===== src/logic/i2cm_cfg.svh =====
// Purpose: Offsets, field positions and reset values of the I2C master.
// Assumes: Byte addresses on a 32-bit Avalon-MM slave, 5 address bits.
// Notes:   Definitions only.
`ifndef I2CM_CFG_SVH
`define I2CM_CFG_SVH
// ------------------------------------------------------------
// Register byte offsets
// ------------------------------------------------------------
`define I2CM_OFF_RELOAD 5'h00
`define I2CM_OFF_BUF    5'h04
`define I2CM_OFF_CTL1   5'h08
`define I2CM_OFF_CTL2   5'h0c
`define I2CM_OFF_CTL3   5'h10
`define I2CM_OFF_MSK    5'h14
`define I2CM_OFF_STAT   5'h18
`define I2CM_OFF_FLAG   5'h1c
// ------------------------------------------------------------
// Field positions
// ------------------------------------------------------------
`define I2CM_B_START   0
`define I2CM_B_RESTART 1
`define I2CM_B_STOP    2
`define I2CM_B_EN    5
`define I2CM_B_WCOL  7
`define I2CM_B_FULL  0
`define I2CM_B_RW    2
`define I2CM_B_S     3
`define I2CM_B_P     4
`define I2CM_B_BCL   0
`define I2CM_B_SEV   1
`define I2CM_MODE_MASTER 4'h8
`define I2CM_LAST_BIT    4'h8
// ------------------------------------------------------------
// Reset values
// ------------------------------------------------------------
`define I2CM_RST_REG 8'h00
`endif


===== src/logic/i2cm_pkg.sv =====
// Purpose: Types of the I2C master condition sequencer.
// Assumes: Nothing beyond SystemVerilog.
// Notes:   State machine and the full register state.
package i2cm_pkg;
    // --------------------------------------------------------
    // Sequencer states
    // --------------------------------------------------------
    typedef enum logic [3:0] {
        I2CM_IDLE, I2CM_ST0, I2CM_ST1, I2CM_ST2,
        I2CM_RS0, I2CM_RSH, I2CM_RS1, I2CM_RS2,
        I2CM_SP0, I2CM_SPH, I2CM_SP1, I2CM_SP2,
        I2CM_TXL, I2CM_TXH
    } i2cm_state_t;
    // --------------------------------------------------------
    // All module state
    // --------------------------------------------------------
    typedef struct packed {
        i2cm_state_t st;
        logic [8:0]  cnt;
        logic [7:0]  reload;
        logic [7:0]  shbuf;
        logic [7:0]  shr;
        logic [3:0]  bitn;
        logic [7:0]  ctl1;
        logic [7:0]  ctl2;
        logic [7:0]  ctl3;
        logic [7:0]  msk;
        logic [7:0]  stat;
        logic [1:0]  flag;
        logic        sda_rel;
        logic        scl_rel;
        logic        wait_r;
        logic [31:0] rdata;
    } i2cm_regs_t;
endpackage


===== src/logic/i2cm_top.sv =====
// Purpose: I2C master Start/Restart/Stop sequencer, collision
//          detection and baud rate counter behind Avalon-MM.
// Assumes: SDA/SCL inputs are synchronous to clk_sys_in.
// Notes:   Open-drain pins: output enable low means pull low.
//
// The Avalon-MM register port and the address map are this design's own decisions.
`timescale 1ns/100ps
`default_nettype none
`include "i2cm_cfg.svh"
// Operation
// - Start begins: either line already low flags a collision.
// - Such a collision aborts Start, sets the flag, returns to Idle.
// - Data high at Start loads the counter; clock low then collides.
// - Data low during first Start count: reload, pull data low early.
// - Else pull data low at count end, reload, then pull clock low.
// - Restart: release data, count, release clock, data low collides.
// - Restart: data falling before timeout is no collision.
// - Restart: clock falling before data is driven low collides.
// - Restart timeout: pull data low, recount, then pull clock low.
// - Stop: clock released, high, count, then data low collides.
// - Stop: clock low once seen high, before data release, collides.
// - Counter reloads from reload register, starts on buffer write.
// - Finished operation stops counter; clock pin holds its level.
// - Counter reloads twice per serial clock period.
// - Serial clock is oscillator over four times reload plus one.
// - Any collision sets the collision flag and returns to Idle.
// - Collision in transmit halts it, clears buffer full, frees lines.
// - Collision in a condition aborts it, clears its enable bit.
module i2cm_top
    import i2cm_pkg::*;
(
    input  wire logic        clk_sys_in,
    input  wire logic        rst_n_in,
    input  wire logic [4:0]  address_in,
    input  wire logic        read_in,
    input  wire logic        write_in,
    input  wire logic [31:0] writedata_in,
    input  wire logic [3:0]  byteenable_in,
    output logic      [31:0] readdata_out,
    output logic             waitrequest_out,
    input  wire logic        sda_in,
    output logic             sda_out,
    output logic             sda_oe_n_out,
    input  wire logic        scl_in,
    output logic             scl_out,
    output logic             scl_oe_n_out
);
    i2cm_regs_t q;
    i2cm_regs_t d;
    logic       wr;
    logic [8:0] ld;
    logic       en;
    logic       coll;
    logic       done;

    // ------------------------------------------------------------
    // Bus decode and helpers
    // ------------------------------------------------------------
    // Write lands on the edge where waitrequest is low
    assign wr  = write_in & ~q.wait_r & byteenable_in[0];
    // Two rollovers of 2*(R+1) cycles make one serial clock period
    assign ld  = {q.reload, 1'b1};
    assign en  = q.ctl1[`I2CM_B_EN] & (q.ctl1[3:0] == `I2CM_MODE_MASTER);

    // ------------------------------------------------------------
    // Next state
    // ------------------------------------------------------------
    always_comb begin
        d    = q;
        coll = 1'b0;
        done = 1'b0;
        // Request held one cycle with waitrequest high, then answered
        d.wait_r = ~((read_in | write_in) & q.wait_r);
        if ((read_in | write_in) & q.wait_r) begin
            case (address_in)
                `I2CM_OFF_RELOAD: d.rdata = {24'h000000, q.reload};
                `I2CM_OFF_BUF:    d.rdata = {24'h000000, q.shbuf};
                `I2CM_OFF_CTL1:   d.rdata = {24'h000000, q.ctl1};
                `I2CM_OFF_CTL2:   d.rdata = {24'h000000, q.ctl2};
                `I2CM_OFF_CTL3:   d.rdata = {24'h000000, q.ctl3};
                `I2CM_OFF_MSK:    d.rdata = {24'h000000, q.msk};
                `I2CM_OFF_STAT:   d.rdata = {24'h000000, q.stat};
                `I2CM_OFF_FLAG:   d.rdata = {30'h00000000, q.flag};
                default:          d.rdata = 32'h00000000;
            endcase
        end
        // Software writes; hardware events below override them
        if (wr) begin
            case (address_in)
                `I2CM_OFF_RELOAD: d.reload = writedata_in[7:0];
                `I2CM_OFF_CTL1:   d.ctl1 = writedata_in[7:0];
                `I2CM_OFF_CTL3:   d.ctl3 = writedata_in[7:0];
                `I2CM_OFF_MSK:    d.msk = writedata_in[7:0];
                `I2CM_OFF_STAT:   d.stat[7:6] = writedata_in[7:6];
                `I2CM_OFF_CTL2: begin
                    d.ctl2[7] = writedata_in[7];
                    d.ctl2[5:3] = writedata_in[5:3];
                    // Enables only start from Idle; busy writes ignored
                    if (q.st == I2CM_IDLE) begin
                        d.ctl2[2:0] = writedata_in[2:0];
                    end
                end
                `I2CM_OFF_FLAG: begin
                    // Write one to clear
                    d.flag = q.flag & ~writedata_in[1:0];
                end
                `I2CM_OFF_BUF: begin
                    if (q.st == I2CM_IDLE && en && q.ctl2[2:0] == 3'h0) begin
                        d.shbuf = writedata_in[7:0];
                        d.shr = writedata_in[7:0];
                        d.bitn = 4'h0;
                        d.stat[`I2CM_B_FULL] = 1'b1;
                        d.stat[`I2CM_B_RW] = 1'b1;
                        d.scl_rel = 1'b0;
                        d.sda_rel = writedata_in[7];
                        d.cnt = ld;
                        d.st = I2CM_TXL;
                    end else begin
                        d.ctl1[`I2CM_B_WCOL] = 1'b1;
                    end
                end
                default: ;
            endcase
        end
        // Counter runs outside Idle only; Idle freezes it
        if (q.st != I2CM_IDLE && q.cnt != 9'h000) begin
            d.cnt = q.cnt - 9'h001;
        end
        // Condition sequencer
        case (q.st)
            I2CM_IDLE: begin
                if (en && q.ctl2[`I2CM_B_START]) begin
                    d.sda_rel = 1'b1;
                    d.scl_rel = 1'b1;
                    d.st = I2CM_ST0;
                end else if (en && q.ctl2[`I2CM_B_RESTART]) begin
                    d.sda_rel = 1'b1;
                    d.cnt = ld;
                    d.st = I2CM_RS0;
                end else if (en && q.ctl2[`I2CM_B_STOP]) begin
                    d.sda_rel = 1'b0;
                    d.st = I2CM_SP0;
                end
            end
            I2CM_ST0: begin
                if (!sda_in || !scl_in) begin
                    coll = 1'b1;
                end else begin
                    d.cnt = ld;
                    d.st = I2CM_ST1;
                end
            end
            I2CM_ST1: begin
                if (!sda_in) begin
                    // Another master won the race; join it early
                    d.sda_rel = 1'b0;
                    d.cnt = ld;
                    d.st = I2CM_ST2;
                end else if (!scl_in) begin
                    coll = 1'b1;
                end else if (q.cnt == 9'h000) begin
                    d.sda_rel = 1'b0;
                    d.cnt = ld;
                    d.st = I2CM_ST2;
                end
            end
            I2CM_ST2: begin
                // Clock low here is tolerated
                if (q.cnt == 9'h000) begin
                    d.scl_rel = 1'b0;
                    d.stat[`I2CM_B_S] = 1'b1;
                    d.stat[`I2CM_B_P] = 1'b0;
                    done = 1'b1;
                end
            end
            I2CM_RS0: begin
                if (q.cnt == 9'h000) begin
                    d.scl_rel = 1'b1;
                    d.st = I2CM_RSH;
                end
            end
            I2CM_RSH: begin
                if (scl_in) begin
                    if (!sda_in) begin
                        coll = 1'b1;
                    end else begin
                        d.cnt = ld;
                        d.st = I2CM_RS1;
                    end
                end
            end
            I2CM_RS1: begin
                // Data falling alone is not a collision
                if (!scl_in && q.sda_rel) begin
                    coll = 1'b1;
                end else if (q.cnt == 9'h000) begin
                    d.sda_rel = 1'b0;
                    d.cnt = ld;
                    d.st = I2CM_RS2;
                end
            end
            I2CM_RS2: begin
                if (q.cnt == 9'h000) begin
                    d.scl_rel = 1'b0;
                    d.stat[`I2CM_B_S] = 1'b1;
                    done = 1'b1;
                end
            end
            I2CM_SP0: begin
                if (!sda_in) begin
                    d.scl_rel = 1'b1;
                    d.st = I2CM_SPH;
                end
            end
            I2CM_SPH: begin
                // Wait out clock stretching before timing
                if (scl_in) begin
                    d.cnt = ld;
                    d.st = I2CM_SP1;
                end
            end
            I2CM_SP1: begin
                if (!scl_in) begin
                    coll = 1'b1;
                end else if (q.cnt == 9'h000) begin
                    d.sda_rel = 1'b1;
                    d.cnt = ld;
                    d.st = I2CM_SP2;
                end
            end
            I2CM_SP2: begin
                if (q.cnt == 9'h000) begin
                    if (!sda_in) begin
                        coll = 1'b1;
                    end else begin
                        d.stat[`I2CM_B_P] = 1'b1;
                        d.stat[`I2CM_B_S] = 1'b0;
                        done = 1'b1;
                    end
                end
            end
            I2CM_TXL: begin
                if (q.cnt == 9'h000) begin
                    d.scl_rel = 1'b1;
                    d.cnt = ld;
                    d.st = I2CM_TXH;
                end
            end
            I2CM_TXH: begin
                if (q.cnt == 9'h000) begin
                    // Acknowledge slot is the slave's, never a collision
                    if (q.bitn != `I2CM_LAST_BIT && q.sda_rel && !sda_in) begin
                        coll = 1'b1;
                    end else if (q.bitn == `I2CM_LAST_BIT) begin
                        d.scl_rel = 1'b0;
                        d.stat[`I2CM_B_FULL] = 1'b0;
                        d.stat[`I2CM_B_RW] = 1'b0;
                        done = 1'b1;
                    end else begin
                        d.bitn = q.bitn + 4'h1;
                        d.shr = {q.shr[6:0], 1'b0};
                        d.sda_rel = (q.bitn == 4'h7) | q.shr[6];
                        d.scl_rel = 1'b0;
                        d.cnt = ld;
                        d.st = I2CM_TXL;
                    end
                end
            end
            default: d.st = I2CM_IDLE;
        endcase
        // Completion: self-clearing enables drop, event raised
        if (done) begin
            d.ctl2[2:0] = 3'h0;
            d.flag[`I2CM_B_SEV] = 1'b1;
            d.st = I2CM_IDLE;
        end
        // Collision: abort, free both lines, back to Idle
        if (coll) begin
            d.flag[`I2CM_B_BCL] = 1'b1;
            d.ctl2[2:0] = 3'h0;
            d.stat[`I2CM_B_FULL] = 1'b0;
            d.stat[`I2CM_B_RW] = 1'b0;
            d.sda_rel = 1'b1;
            d.scl_rel = 1'b1;
            d.st = I2CM_IDLE;
        end
        // Disabled port frees the pins and clears bus status
        if (!en) begin
            d.st = I2CM_IDLE;
            d.sda_rel = 1'b1;
            d.scl_rel = 1'b1;
            d.ctl2[2:0] = 3'h0;
            d.stat[`I2CM_B_S] = 1'b0;
            d.stat[`I2CM_B_P] = 1'b0;
        end
    end

    // ------------------------------------------------------------
    // State register
    // ------------------------------------------------------------
    always_ff @(posedge clk_sys_in or negedge rst_n_in) begin
        if (!rst_n_in) begin
            q <= '0;
            q.st <= I2CM_IDLE;
            q.reload <= `I2CM_RST_REG;
            q.sda_rel <= 1'b1;
            q.scl_rel <= 1'b1;
            q.wait_r <= 1'b1;
        end else begin
            q <= d;
        end
    end

    // Pins: value and enable share the release flop
    assign sda_out         = q.sda_rel;
    assign sda_oe_n_out    = q.sda_rel;
    assign scl_out         = q.scl_rel;
    assign scl_oe_n_out    = q.scl_rel;
    assign readdata_out    = q.rdata;
    assign waitrequest_out = q.wait_r;
endmodule
`default_nettype wire


===== config.mk =====
export PLATFORM = sky130hd
export DESIGN_NAME = i2cm_top
export DESIGN_NICKNAME = d
export VERILOG_FILES = /design/src/logic/i2cm_pkg.sv /design/src/logic/i2cm_top.sv
export VERILOG_INCLUDE_DIRS = /design/src /design/src/logic
export SDC_FILE = /design/constraint.sdc
export NUM_CORES = 1
export LEC_CHECK = 0
export BUFFER_PORTS_ARGS = -buffer_cell sky130_fd_sc_hd__buf_2
export CORE_ASPECT_RATIO = 0.9
export CORE_UTILIZATION = 35
export CTS_BUF_LIST = sky130_fd_sc_hd__clkbuf_2 sky130_fd_sc_hd__clkbuf_4 sky130_fd_sc_hd__clkbuf_8
export DETAILED_ROUTE_END_ITERATION = 10
export PLACE_DENSITY = 0.58
export SYNTH_ARGS = -nofsm -noshare
export SYNTH_HDL_FRONTEND = slang
export SYNTH_SLANG_ARGS = --single-unit

===== constraint.sdc =====
create_clock -name clk_sys_in -period 3 [get_ports clk_sys_in]
set_input_delay 0.75 -clock clk_sys_in [delete_from_list [all_inputs] [get_ports clk_sys_in]]
set_output_delay 0.75 -clock clk_sys_in [all_outputs]
set_load 0.05 [all_outputs]

# After elaboration in Yosys (flattened, before gate mapping)
# Cells that the tools add are included.
dict set report totals {
  latchBits 0
  out_inout_bits 37
  elab_cells 223
  reg_bits 115
  memories 0
  input_bits 47
  ramBits 0
  romBits 0
}
dict set report op_classes {
  mux 116
  bitwise 10
  n_div 0
  magnitude_cmp 0
  n_reduce_logical 39
  eq_ne 34
  multipliers 0
  n_shift 0
  n_addsub 2
}
# cell count
set ops {}
lappend ops {{$mux 13} 17}
lappend ops {{$pmux 9 s9} 1}
lappend ops {{$pmux 8 s8} 1}
lappend ops {{$mux 50} 1}
lappend ops {{$mux 1} 48}
lappend ops {{$mux 12} 4}
lappend ops {{$pmux 4 s12} 1}
lappend ops {{$mux 20} 2}
lappend ops {{$eq 4x4->1 const B} 8}
lappend ops {{$mux 4} 8}
lappend ops {{$mux 9} 3}
lappend ops {{$mux 8} 3}
lappend ops {{$mux 2} 11}
lappend ops {{$mux 21} 1}
lappend ops {{$eq 4x3->1 const B} 5}
lappend ops {{$eq 5x5->1 const B} 4}
lappend ops {{$mux 3} 6}
lappend ops {{$reduce_and 2->1} 8}
lappend ops {{$ne 3x3->1 const B} 4}
lappend ops {{$ne 4x1->1 const B} 3}
lappend ops {{$eq 5x4->1 const B} 2}
lappend ops {{$pmux 1 s5} 2}
lappend ops {{$reduce_bool 2->1} 5}
lappend ops {{$logic_and 1x1->1} 9}
lappend ops {{32 further kinds} 44}

# Depth between registers and ports, before layout
# Gate-level depths: netlist of run 1.
dict set report logic_depth {
  ltp_word 15
  mapped_depth 9
  mapped_depth_nobuf 8
}

# Worst setup path before layout of run 1
# No wires, ideal clock.
dict set report synth_path {
  path_kind {reg-to-reg}
  from {reg q[105] (netlist name)}
  to {reg q[106] (netlist name)}
  setup_slack_ps 598
  t_arrival_ps 2281
  period_less_slack_ps 2402
  setup_time_ps 121
  required_time_ps 2879
  path_buffers 1
  path_stages_with_launch 10
  cell_sequence {dfrtp_1 -> inv_1 -> ha_1 -> or4b_1 -> buf_4 -> nor2_8 -> a21oi_1 -> nor4b_4 -> nor2_2 -> o22a_1}
}
# item line
set synth_rtl {}
lappend synth_rtl {{from (decl)} i2cm_top.sv:48} ;# i2cm_regs_t q;

==> flow_metrics.tcl, run 1 <==
set metrics [dict create \
    grt_max_degree 41 \
    nets 651 \
    r2r_slack_ns 0.28 \
    seq_area_frac_synth_pct 41.8 \
    worst_slack_ns 0.285 \
    overflow 0 \
    dr.pass1.iters 5 \
    synth_compound_area_share_pct 17.3 \
    syn_area_mm2 0.00540 \
    p_switching_mw 0.665 \
    design.die.area_mm2 0.0159 \
    fillers 1489 \
    htreeDepth 3 \
    layout_common_cells "dfrtp_1, nand2_1, mux2_2" \
    worstPathMaxFanout 10 \
    synth.largest_area_cell "dfrtp_1" \
    skew_ns 0.0102 \
    num_rows 42 \
    grt_pass1_wl_mm 23.6 \
    synth_mux_area_share_pct 13.0 \
    yosysTopAreaCellShare_pct 40.3 \
    drt-total-wl_mm 14.5 \
    antenna_left 0 \
    ys_types 69 \
    hpwlAfterDp_mm 10.7 \
    cts_made_buffers 9 \
    core_mm2 0.0149 \
    detail_route.wl_per_cell_um 18.0 \
    cp.arrival_ns 3.02 \
    dp_worst_setup_slack_ns 0.295 \
    synth_warnings 0 \
    cts_setup_buffers 0 \
    synth_area_leaders "dfrtp_1, mux2_2, nand2_1" \
    area_growth_pct 9.63 \
    fin_crit_ns 2.72 \
    swShare_pct 28.4 \
    route.detailed.drc 0 \
    p_leak_nw 2.66 \
    initial_core_util_pct 36.3 \
    synth-xor-area-share_pct 0 \
    drive_gt1_share_pct 23.8 \
    setup.worst_path.class "flop to flop" \
    power_frac_seq_pct 55.2 \
    clk_latency_ns 0.37 \
    combPwrFrac_pct 11.4 \
    hold_viol_final 0 \
    maxSlewViolCount 0 \
    grt_use_total_pct 19.1 \
    worst_setup_path_start_kind "flop" \
    ys.flop_type "dfrtp_1" \
    synth-simple-area-share_pct 19.2 \
    power_mw 2.34 \
    wl_met2_mm 6.83 \
    max_freq_ghz 0.368 \
    p_clk_share_pct 33.4 \
    io_pins 84 \
    num_antenna_cells 0 \
    required_ns 3.31 \
    rsz0062_at_grt "false" \
    fin_util_pct 39.8 \
    tns_ns 0 \
    synth-edff-count 0 \
    ir_drop_v 0.000283 \
    io_buffers 32 \
    cts_hold_buf 0 \
    path_clk_slew_ns 0.09 \
    p_int_mw 1.68 \
    synthAdderAreaFrac_pct 0.695 \
    layout_commonest_cell "dfrtp_1" \
    powerDensity_mw_per_mm2 396 \
    vias 4491 \
    wl_met3_um 852 \
    cts_buffer_depth 2 \
    wl_met1_mm 6.62 \
    drt_iter0_drc 335 \
    worstMarginPinSlew_ns 0.780 \
    cp-end-kind "flop" \
    post-route-period-util_pct 90.5 \
    avgSynthCellArea_um2 9.50 \
    synthCells 569 \
    clock-sinks 90 \
    viasPerCell 5.59 \
    setup_violations 0 \
    die_y_um 120 \
    grt_pass1_vias 4392 \
    cts_resized 0 \
    status "finished clean" \
    antenna_found_initial 0 \
    min_path_type "input port to async pin" \
    place.gp.congestion 0.910 \
    slew_headroom_pct 47.5 \
    synth_top_family_by_area "simple AND/OR/NAND/NOR gates" \
    top_layer "met4" \
    die_x_um 133 \
    synth-seq-cells 90 \
    async_reset_ff_share_pct 100 \
    maxCapViolations 0 \
    cts_root_buffer "clkbuf_8" \
    cts_tree "done" \
]
-- layout make-up --
class / count / area [µm²] / area share (%)
clock inverters: 5 / 37.5 / 0.634
multi-input cells: 425 / 2800 / 47.3
inverters: 13 / 48.8 / 0.824
flip-flops and latches: 90 / 2260 / 38.1
repair buffers: 62 / 388 / 6.55
clock buffers: 11 / 145 / 2.45
well taps: 198 / 248 / 4.18
-- kinds of logic after synthesis --
| kind of cell | Yosys count |
|---|---|
| multiplexers | 54 |
| AO/OA/AOI/OAI | 140 |
| other | 1 |
| buffers and inverters | 77 |
| adder cells (fa/ha/maj) | 3 |
| flip-flops | 90 |
| AND/OR/NAND/NOR | 204 |
-- power by group through the flow --
| stage | Combinational (mW) | Sequential, mW | Clock, mW |
|---|---|---|---|
| CTS | 0.267 | 1.29 | 0.798 |
| global placement | 0.262 | 1.32 | 0 |
| floorplan | 0.207 | 1.31 | 0 |
| global route | 0.289 | 1.30 | 0.848 |
| detailed placement | 0.266 | 1.32 | 0 |
| finish | 0.266 | 1.29 | 0.783 |
-- state kept, by name, indices dropped and copies added, names as in the netlist --
name             flops
q                   71
ld                   8
readdata_out         8
scl_oe_n_out         1
sda_oe_n_out         1
waitrequest_out      1
-- critical path, cell delays in order, from the launching register on --
cell and delay [ns]:
dfrtp_1 0.41, inv_1 0.06, ha_1 0.22, or4b_1 0.67, nor2_8 0.26, a21oi_1 0.19, nor4b_4 0.35, buf_4 0.21
o21ai_1 0.08, a21bo_1 0.19
-- final timing paths --
path                              startpoint                      to  cells after the start
setup / recovery            q[105]$_DFF_PN0_        q[112]$_DFF_PN0_                      9
min in group clk_sys_in    q[36]$_DFFE_PN0P_       q[36]$_DFFE_PN0P_                      1
setup reg to reg            q[105]$_DFF_PN0_        q[112]$_DFF_PN0_                      9
hold / removal                      rst_n_in       q[49]$_DFFE_PN0P_                      1
max in group asynchronous           rst_n_in  sda_oe_n_out$_DFF_PN1_                      2
hold reg to reg            q[36]$_DFFE_PN0P_       q[36]$_DFFE_PN0P_                      1
-- cells in the mapped netlist (7+ instances only) --
library cell / instances
mux4_2: 9
a31oi_1: 8
buf_4: 37
inv_1: 13
clkbuf_1: 19
nand3_1: 14
nand2_1: 79
o21ai_0: 30
nor2_1: 36
mux2i_1: 7
a21oi_1: 33
nor3_1: 15
mux2_2: 38
nor2b_1: 9
a22oi_1: 9
dfrtp_1: 87
-- metrics by stage --
step                      cells  hold WS, ns  area (µm²)
after floorplan             592        0.440        5490
after global placement      788        0.459        5740
after detailed placement    788        0.460        5740
after CTS                   804        0.369        5920
after global routing        804        0.364        5920
final                       804        0.351        5920
-- layer usage --
metal / up-vias / global-route usage, %
met2: 157 / 30.4
met1: 2237 / 26.5
met3: 11 / 3.84
met4: 0 / 4.31
li1: 2086 / -
met5: - / 0
No activity file was read; power rests on OpenSTA's default activity.
==> run 2: changes to the inputs <==
--- a/config.mk
+++ b/config.mk
@@ -8,10 +8,9 @@
 export LEC_CHECK = 0
 export BUFFER_PORTS_ARGS = -buffer_cell sky130_fd_sc_hd__buf_2
 export CORE_ASPECT_RATIO = 0.9
-export CORE_UTILIZATION = 35
+export CORE_UTILIZATION = 30
 export CTS_BUF_LIST = sky130_fd_sc_hd__clkbuf_2 sky130_fd_sc_hd__clkbuf_4 sky130_fd_sc_hd__clkbuf_8
 export DETAILED_ROUTE_END_ITERATION = 10
-export PLACE_DENSITY = 0.58
 export SYNTH_ARGS = -nofsm -noshare
 export SYNTH_HDL_FRONTEND = slang
 export SYNTH_SLANG_ARGS = --single-unit
==> flow_metrics.tcl, run 2 (synthesis gave the netlist of run 1 again) <==
set metrics [dict create \
    status "finished clean" \
    grt_pass1_wl_mm 22.7 \
    overflow 0 \
    slowest_stage "or4b_1" \
    route.detailed.drc 0 \
    io_pins 84 \
    hpwlAfterDp_mm 10.4 \
    power_mw 2.34 \
    required_ns 3.30 \
    worst_slack_ns 0.313 \
    slew_headroom_pct 59.0 \
    initial_core_util_pct 30.7 \
    maxCapViolations 0 \
    design.die.area_mm2 0.0186 \
    grt_max_degree 55 \
    max_freq_ghz 0.372 \
    setup.worst_path.class "flop to flop" \
    reg2reg_from "q[105]$_DFF_PN0_" \
    p_switching_mw 0.661 \
    p_leak_nw 2.65 \
    p_clk_share_pct 33.2 \
    worst_setup_path_start_kind "flop" \
    drive_gt1_share_pct 23.5 \
    cts_resized 0 \
    largest_reg_flops 71 \
    antenna_left 0 \
    viasPerCell 5.29 \
    final_cell_area_mm2 0.00598 \
    grt_pass1_vias 4005 \
    tns_ns 0 \
    cp.arrival_ns 2.98 \
    layout_commonest_cell "dfrtp_1" \
    die_x_um 143 \
    cts_buffer_depth 2 \
    core_mm2 0.0176 \
    r2r_slack_ns 0.31 \
    worstMarginPinSlew_ns 0.610 \
    combPwrFrac_pct 11.5 \
    ir_drop_v 0.000232 \
    p_int_mw 1.68 \
    worstPathMaxFanout 6 \
    fin_crit_ns 2.69 \
    slowest_delay_ns 0.65 \
    cts_tree "done" \
    grt_use_total_pct 16.0 \
    drt_iter0_drc 462 \
    path_clk_slew_ns 0.09 \
    num_rows 46 \
    num_antenna_cells 0 \
    place.gp.congestion 0.858 \
    vias 4461 \
    hold_viol_final 0 \
    clock-sinks 90 \
    antenna_found_initial 0 \
    worstPathCellList "inv_1 > ha_1 > or4b_1 > o311ai_1 > nand2_1 > a211oi_1 > o22ai_1 > a221o_1" \
    fillers 1840 \
    power_frac_seq_pct 55.3 \
    rr_endpoint "sda_oe_n_out$_DFF_PN1_" \
    layout_common_cells "dfrtp_1, nand2_1, mux2_2" \
    dp_worst_setup_slack_ns 0.259 \
    powerDensity_mw_per_mm2 392 \
    nets 650 \
    dr.pass1.iters 5 \
    cts_setup_buffers 0 \
    clk_latency_ns 0.36 \
    rsz0062_at_grt "false" \
    post-route-period-util_pct 89.6 \
    skew_ns 0.00725 \
    setup_violations 0 \
    maxSlewViolCount 0 \
    cts_made_buffers 9 \
    drt-total-wl_mm 14.3 \
    htreeDepth 3 \
    min_path_type "input port to async pin" \
    cp-end-kind "flop" \
    io_buffers 32 \
    swShare_pct 28.2 \
    cts_root_buffer "clkbuf_8" \
    area_growth_pct 10.7 \
    dpl-instance-area_mm2 0.00580 \
    detail_route.wl_per_cell_um 17.0 \
    die_y_um 129 \
    reg2reg_depth 8 \
    regMostFlops "q" \
    fin_util_pct 34.0 \
    cts_hold_buf 0 \
]
run 2: critical path, delay by kind of cell (launching register included):
kind / cells / cell delay [ns]
DFF: 1 / 0.42
buffers and inverters: 1 / 0.07
and+or+nand+nor: 2 / 0.76
AOI/OAI and AO/OA: 4 / 1.16
adders and majority gates: 1 / 0.21
run 2: area by class of cell:
type	count	area, µm²	area share [%]
clock buffer	11	151	2.53
clock inverter	3	23.8	0.398
inverter	13	48.8	0.816
multi-input combinational	425	2810	46.9
sequential	90	2260	37.7
tap	240	300	5.02
timing repair buffer	61	393	6.57
run 2: metrics by stage:
stage          cells  hold WS, ns
2_1_floorplan    592        0.440
3_3_place_gp     829        0.456
3_5_place_dp     829        0.459
4_1_cts          843        0.366
5_1_grt          843        0.372
6_report         843        0.358
run 2: worst max-delay path by stage:
stage / start / endpoint
final: q[105]$_DFF_PN0_ / sda_oe_n_out$_DFF_PN1_
after global routing: q[105]$_DFF_PN0_ / sda_oe_n_out$_DFF_PN1_
after CTS: q[105]$_DFF_PN0_ / q[109]$_DFF_PN0_
after detailed placement: address_in[1] / q[86]$_DFF_PN0_
after global placement: address_in[1] / q[117]$_DFF_PN0_
after floorplan: q[105]$_DFF_PN0_ / q[106]$_DFF_PN0_
run 2: routing by layer:
metal | global-route usage, % | wire (µm) | vias to the layer above
li1 | - | - | 2079
met1 | 24.2 | 6950 | 2226
met2 | 23.6 | 6440 | 145
met3 | 2.88 | 797 | 11
met4 | 3.32 | 130 | 0
met5 | 0 | 0 | -
run 2: power by group through the flow:
| stage | Clock, mW | Combinational [mW] | Sequential (mW) |
|---|---|---|---|
| final | 0.779 | 0.269 | 1.30 |
| after global routing | 0.843 | 0.291 | 1.30 |
| after CTS | 0.795 | 0.270 | 1.29 |
| after detailed placement | 0 | 0.270 | 1.32 |
| after global placement | 0 | 0.267 | 1.32 |
| after floorplan | 0 | 0.207 | 1.31 |
==> run 3: changes to the inputs <==
--- a/config.mk
+++ b/config.mk
@@ -7,6 +7,7 @@
 export NUM_CORES = 1
 export LEC_CHECK = 0
 export BUFFER_PORTS_ARGS = -buffer_cell sky130_fd_sc_hd__buf_2
+export CAP_MARGIN = 10
 export CORE_ASPECT_RATIO = 0.9
 export CORE_UTILIZATION = 30
 export CTS_BUF_LIST = sky130_fd_sc_hd__clkbuf_2 sky130_fd_sc_hd__clkbuf_4 sky130_fd_sc_hd__clkbuf_8
==> constraint.sdc (replaced) <==
create_clock -name clk_sys_in -period 2.3 [get_ports clk_sys_in]
set_input_delay 0.575 -clock clk_sys_in [delete_from_list [all_inputs] [get_ports clk_sys_in]]
set_output_delay 0.575 -clock clk_sys_in [all_outputs]
set_load 0.05 [all_outputs]
==> flow_metrics.tcl, run 3 (synthesis gave the netlist of run 1 again) <==
set metrics [dict create \
    core_mm2 0.0176 \
    cp-end-kind "flop" \
    clock-sinks 90 \
    holdWs_ns 0.165 \
    hpwlAfterDp_mm 11.2 \
    io_pins 84 \
    maxCapViolations 0 \
    post-route-period-util_pct 102 \
    overflow 0 \
    drt-total-wl_mm 15.1 \
    num_rows 46 \
    powerDensity_mw_per_mm2 518 \
    place.gp.congestion 0.880 \
    drive_gt1_share_pct 32.3 \
    vias 4667 \
    dr.pass1.iters 5 \
    worstMarginPinSlew_ns 0.605 \
    worst_setup_path_start_kind "flop" \
    viasPerCell 5.17 \
    worstPathMaxFanout 8 \
    cts_made_buffers 9 \
    setup_violations 9 \
    grt_max_degree 36 \
    grt_use_total_pct 16.9 \
    clk_latency_ns 0.36 \
    dp.cells 885 \
    cp.arrival_ns 2.60 \
    final_cells 903 \
    largest_reg_flops 71 \
    grt_pass1_vias 4373 \
    skew_ns 0.00966 \
    status "complete, but fails checks" \
    drt_iter0_drc 561 \
    worst_slack_ns -0.0397 \
    path_clk_slew_ns 0.09 \
    die_x_um 143 \
    final_cell_area_mm2 0.00660 \
    startpoint "q[105]$_DFF_PN0_" \
    reg2reg_depth 8 \
    required_ns 2.56 \
    ir_drop_v 0.000543 \
    p_leak_nw 3.01 \
    die_y_um 129 \
    cts_hold_buf 0 \
    maxSlewViolCount 0 \
    cts_tree "done" \
    design.die.area_mm2 0.0186 \
    regMostFlops "q" \
    violations "setup timing" \
    reg2reg_from "q[105]$_DFF_PN0_" \
    hold_viol_final 0 \
    fin_crit_ns 2.34 \
    antenna_found_initial 0 \
    num_antenna_cells 0 \
    cts_root_buffer "clkbuf_8" \
    area_growth_pct 22.1 \
    layout_common_cells "dfrtp_1, buf_4, nand2_1" \
    min_path_type "input port to async pin" \
    setup.worst_path.class "flop to flop" \
    cts_buffer_depth 2 \
    antenna_left 0 \
    htreeDepth 3 \
    dp_worst_setup_slack_ns -0.0990 \
    detail_route.wl_per_cell_um 16.7 \
    slew_headroom_pct 59.6 \
    nets 708 \
    grt_pass1_wl_mm 23.9 \
    max_freq_ghz 0.427 \
    initial_core_util_pct 30.7 \
    layout_commonest_cell "dfrtp_1" \
    dpl-instance-area_mm2 0.00626 \
    io_buffers 32 \
    fillers 1791 \
    route.detailed.drc 0 \
    rsz0062_at_grt "true" \
]
[run 3: cell types whose count changed in the layout (fill, tap and decap cells not counted), moves of 2 or more]
cell | before | now
buf_4 | 29 | 85
bufinv_16 | 0 | 3
buf_12 | 1 | 3
clkbuf_4 | 0 | 2
clkinvlp_4 | 2 | 0
[run 3: final cells by class]
cell class                      count  area, µm²  area share (%)
Sequential cell                    90       2260            34.2
Tap cell                          240        300            4.55
Clock inverter                      4       98.8            1.50
Multi-Input combinational cell    425       2890            43.7
Timing Repair Buffer              119        853            12.9
Inverter                           13       48.8           0.740
Clock buffer                       12        153            2.31
[run 3: critical path, cell delays in order, from the launching register on]
cell and delay (ns):
dfrtp_1 0.39, inv_1 0.06, ha_2 0.17, or4b_4 0.54, o221ai_4 0.26, o21ai_4 0.11
nor4b_4 0.36, nor2_4 0.12, o22a_1 0.22
[run 3: power by group]
group	internal [mW]	switching, mW
logic	0.131	0.248
clock network	0.781	0.567
registers	1.64	0.0444
[run 3: per-layer routing]
metal  vias up  routed length, µm  track usage (%)
li1       2186                  -                -
met1      2298               7220             25.2
met2       168               6770             25.0
met3        15                951             2.99
met4         0                164             3.94
met5         -                  0                0
[run 3: what timing repair did]
item	in CTS	in global routing
endpoints found under the setup margin	11	24
pin swaps	2	3
resized for setup	6	9
buffers inserted	1	1
[run 3: worst paths after layout]
path / slack [ns] / endpoint
min in group clk_sys_in: 0.48 / readdata_out[6]$_DFFE_PN0P_
worst max-delay path: -0.04 / q[109]$_DFF_PN0_
max in group asynchronous: 1.54 / q[117]$_DFF_PN0_
worst min register to register: 0.48 / readdata_out[6]$_DFFE_PN0P_
worst min-delay path: 0.17 / readdata_out[7]$_DFFE_PN0P_
worst max register to register: -0.04 / q[109]$_DFF_PN0_
[run 3: per-stage QoR]
stage                     setup TNS (ns)  total power [mW]  utilization, %
after floorplan                   -0.391              1.98               -
after global placement            -0.583              2.09            35.5
after detailed placement          -0.869              2.10            35.5
after CTS                         -0.267              3.44            37.2
after global routing               -1.27              3.54            37.4
final                             -0.273              3.42            37.4
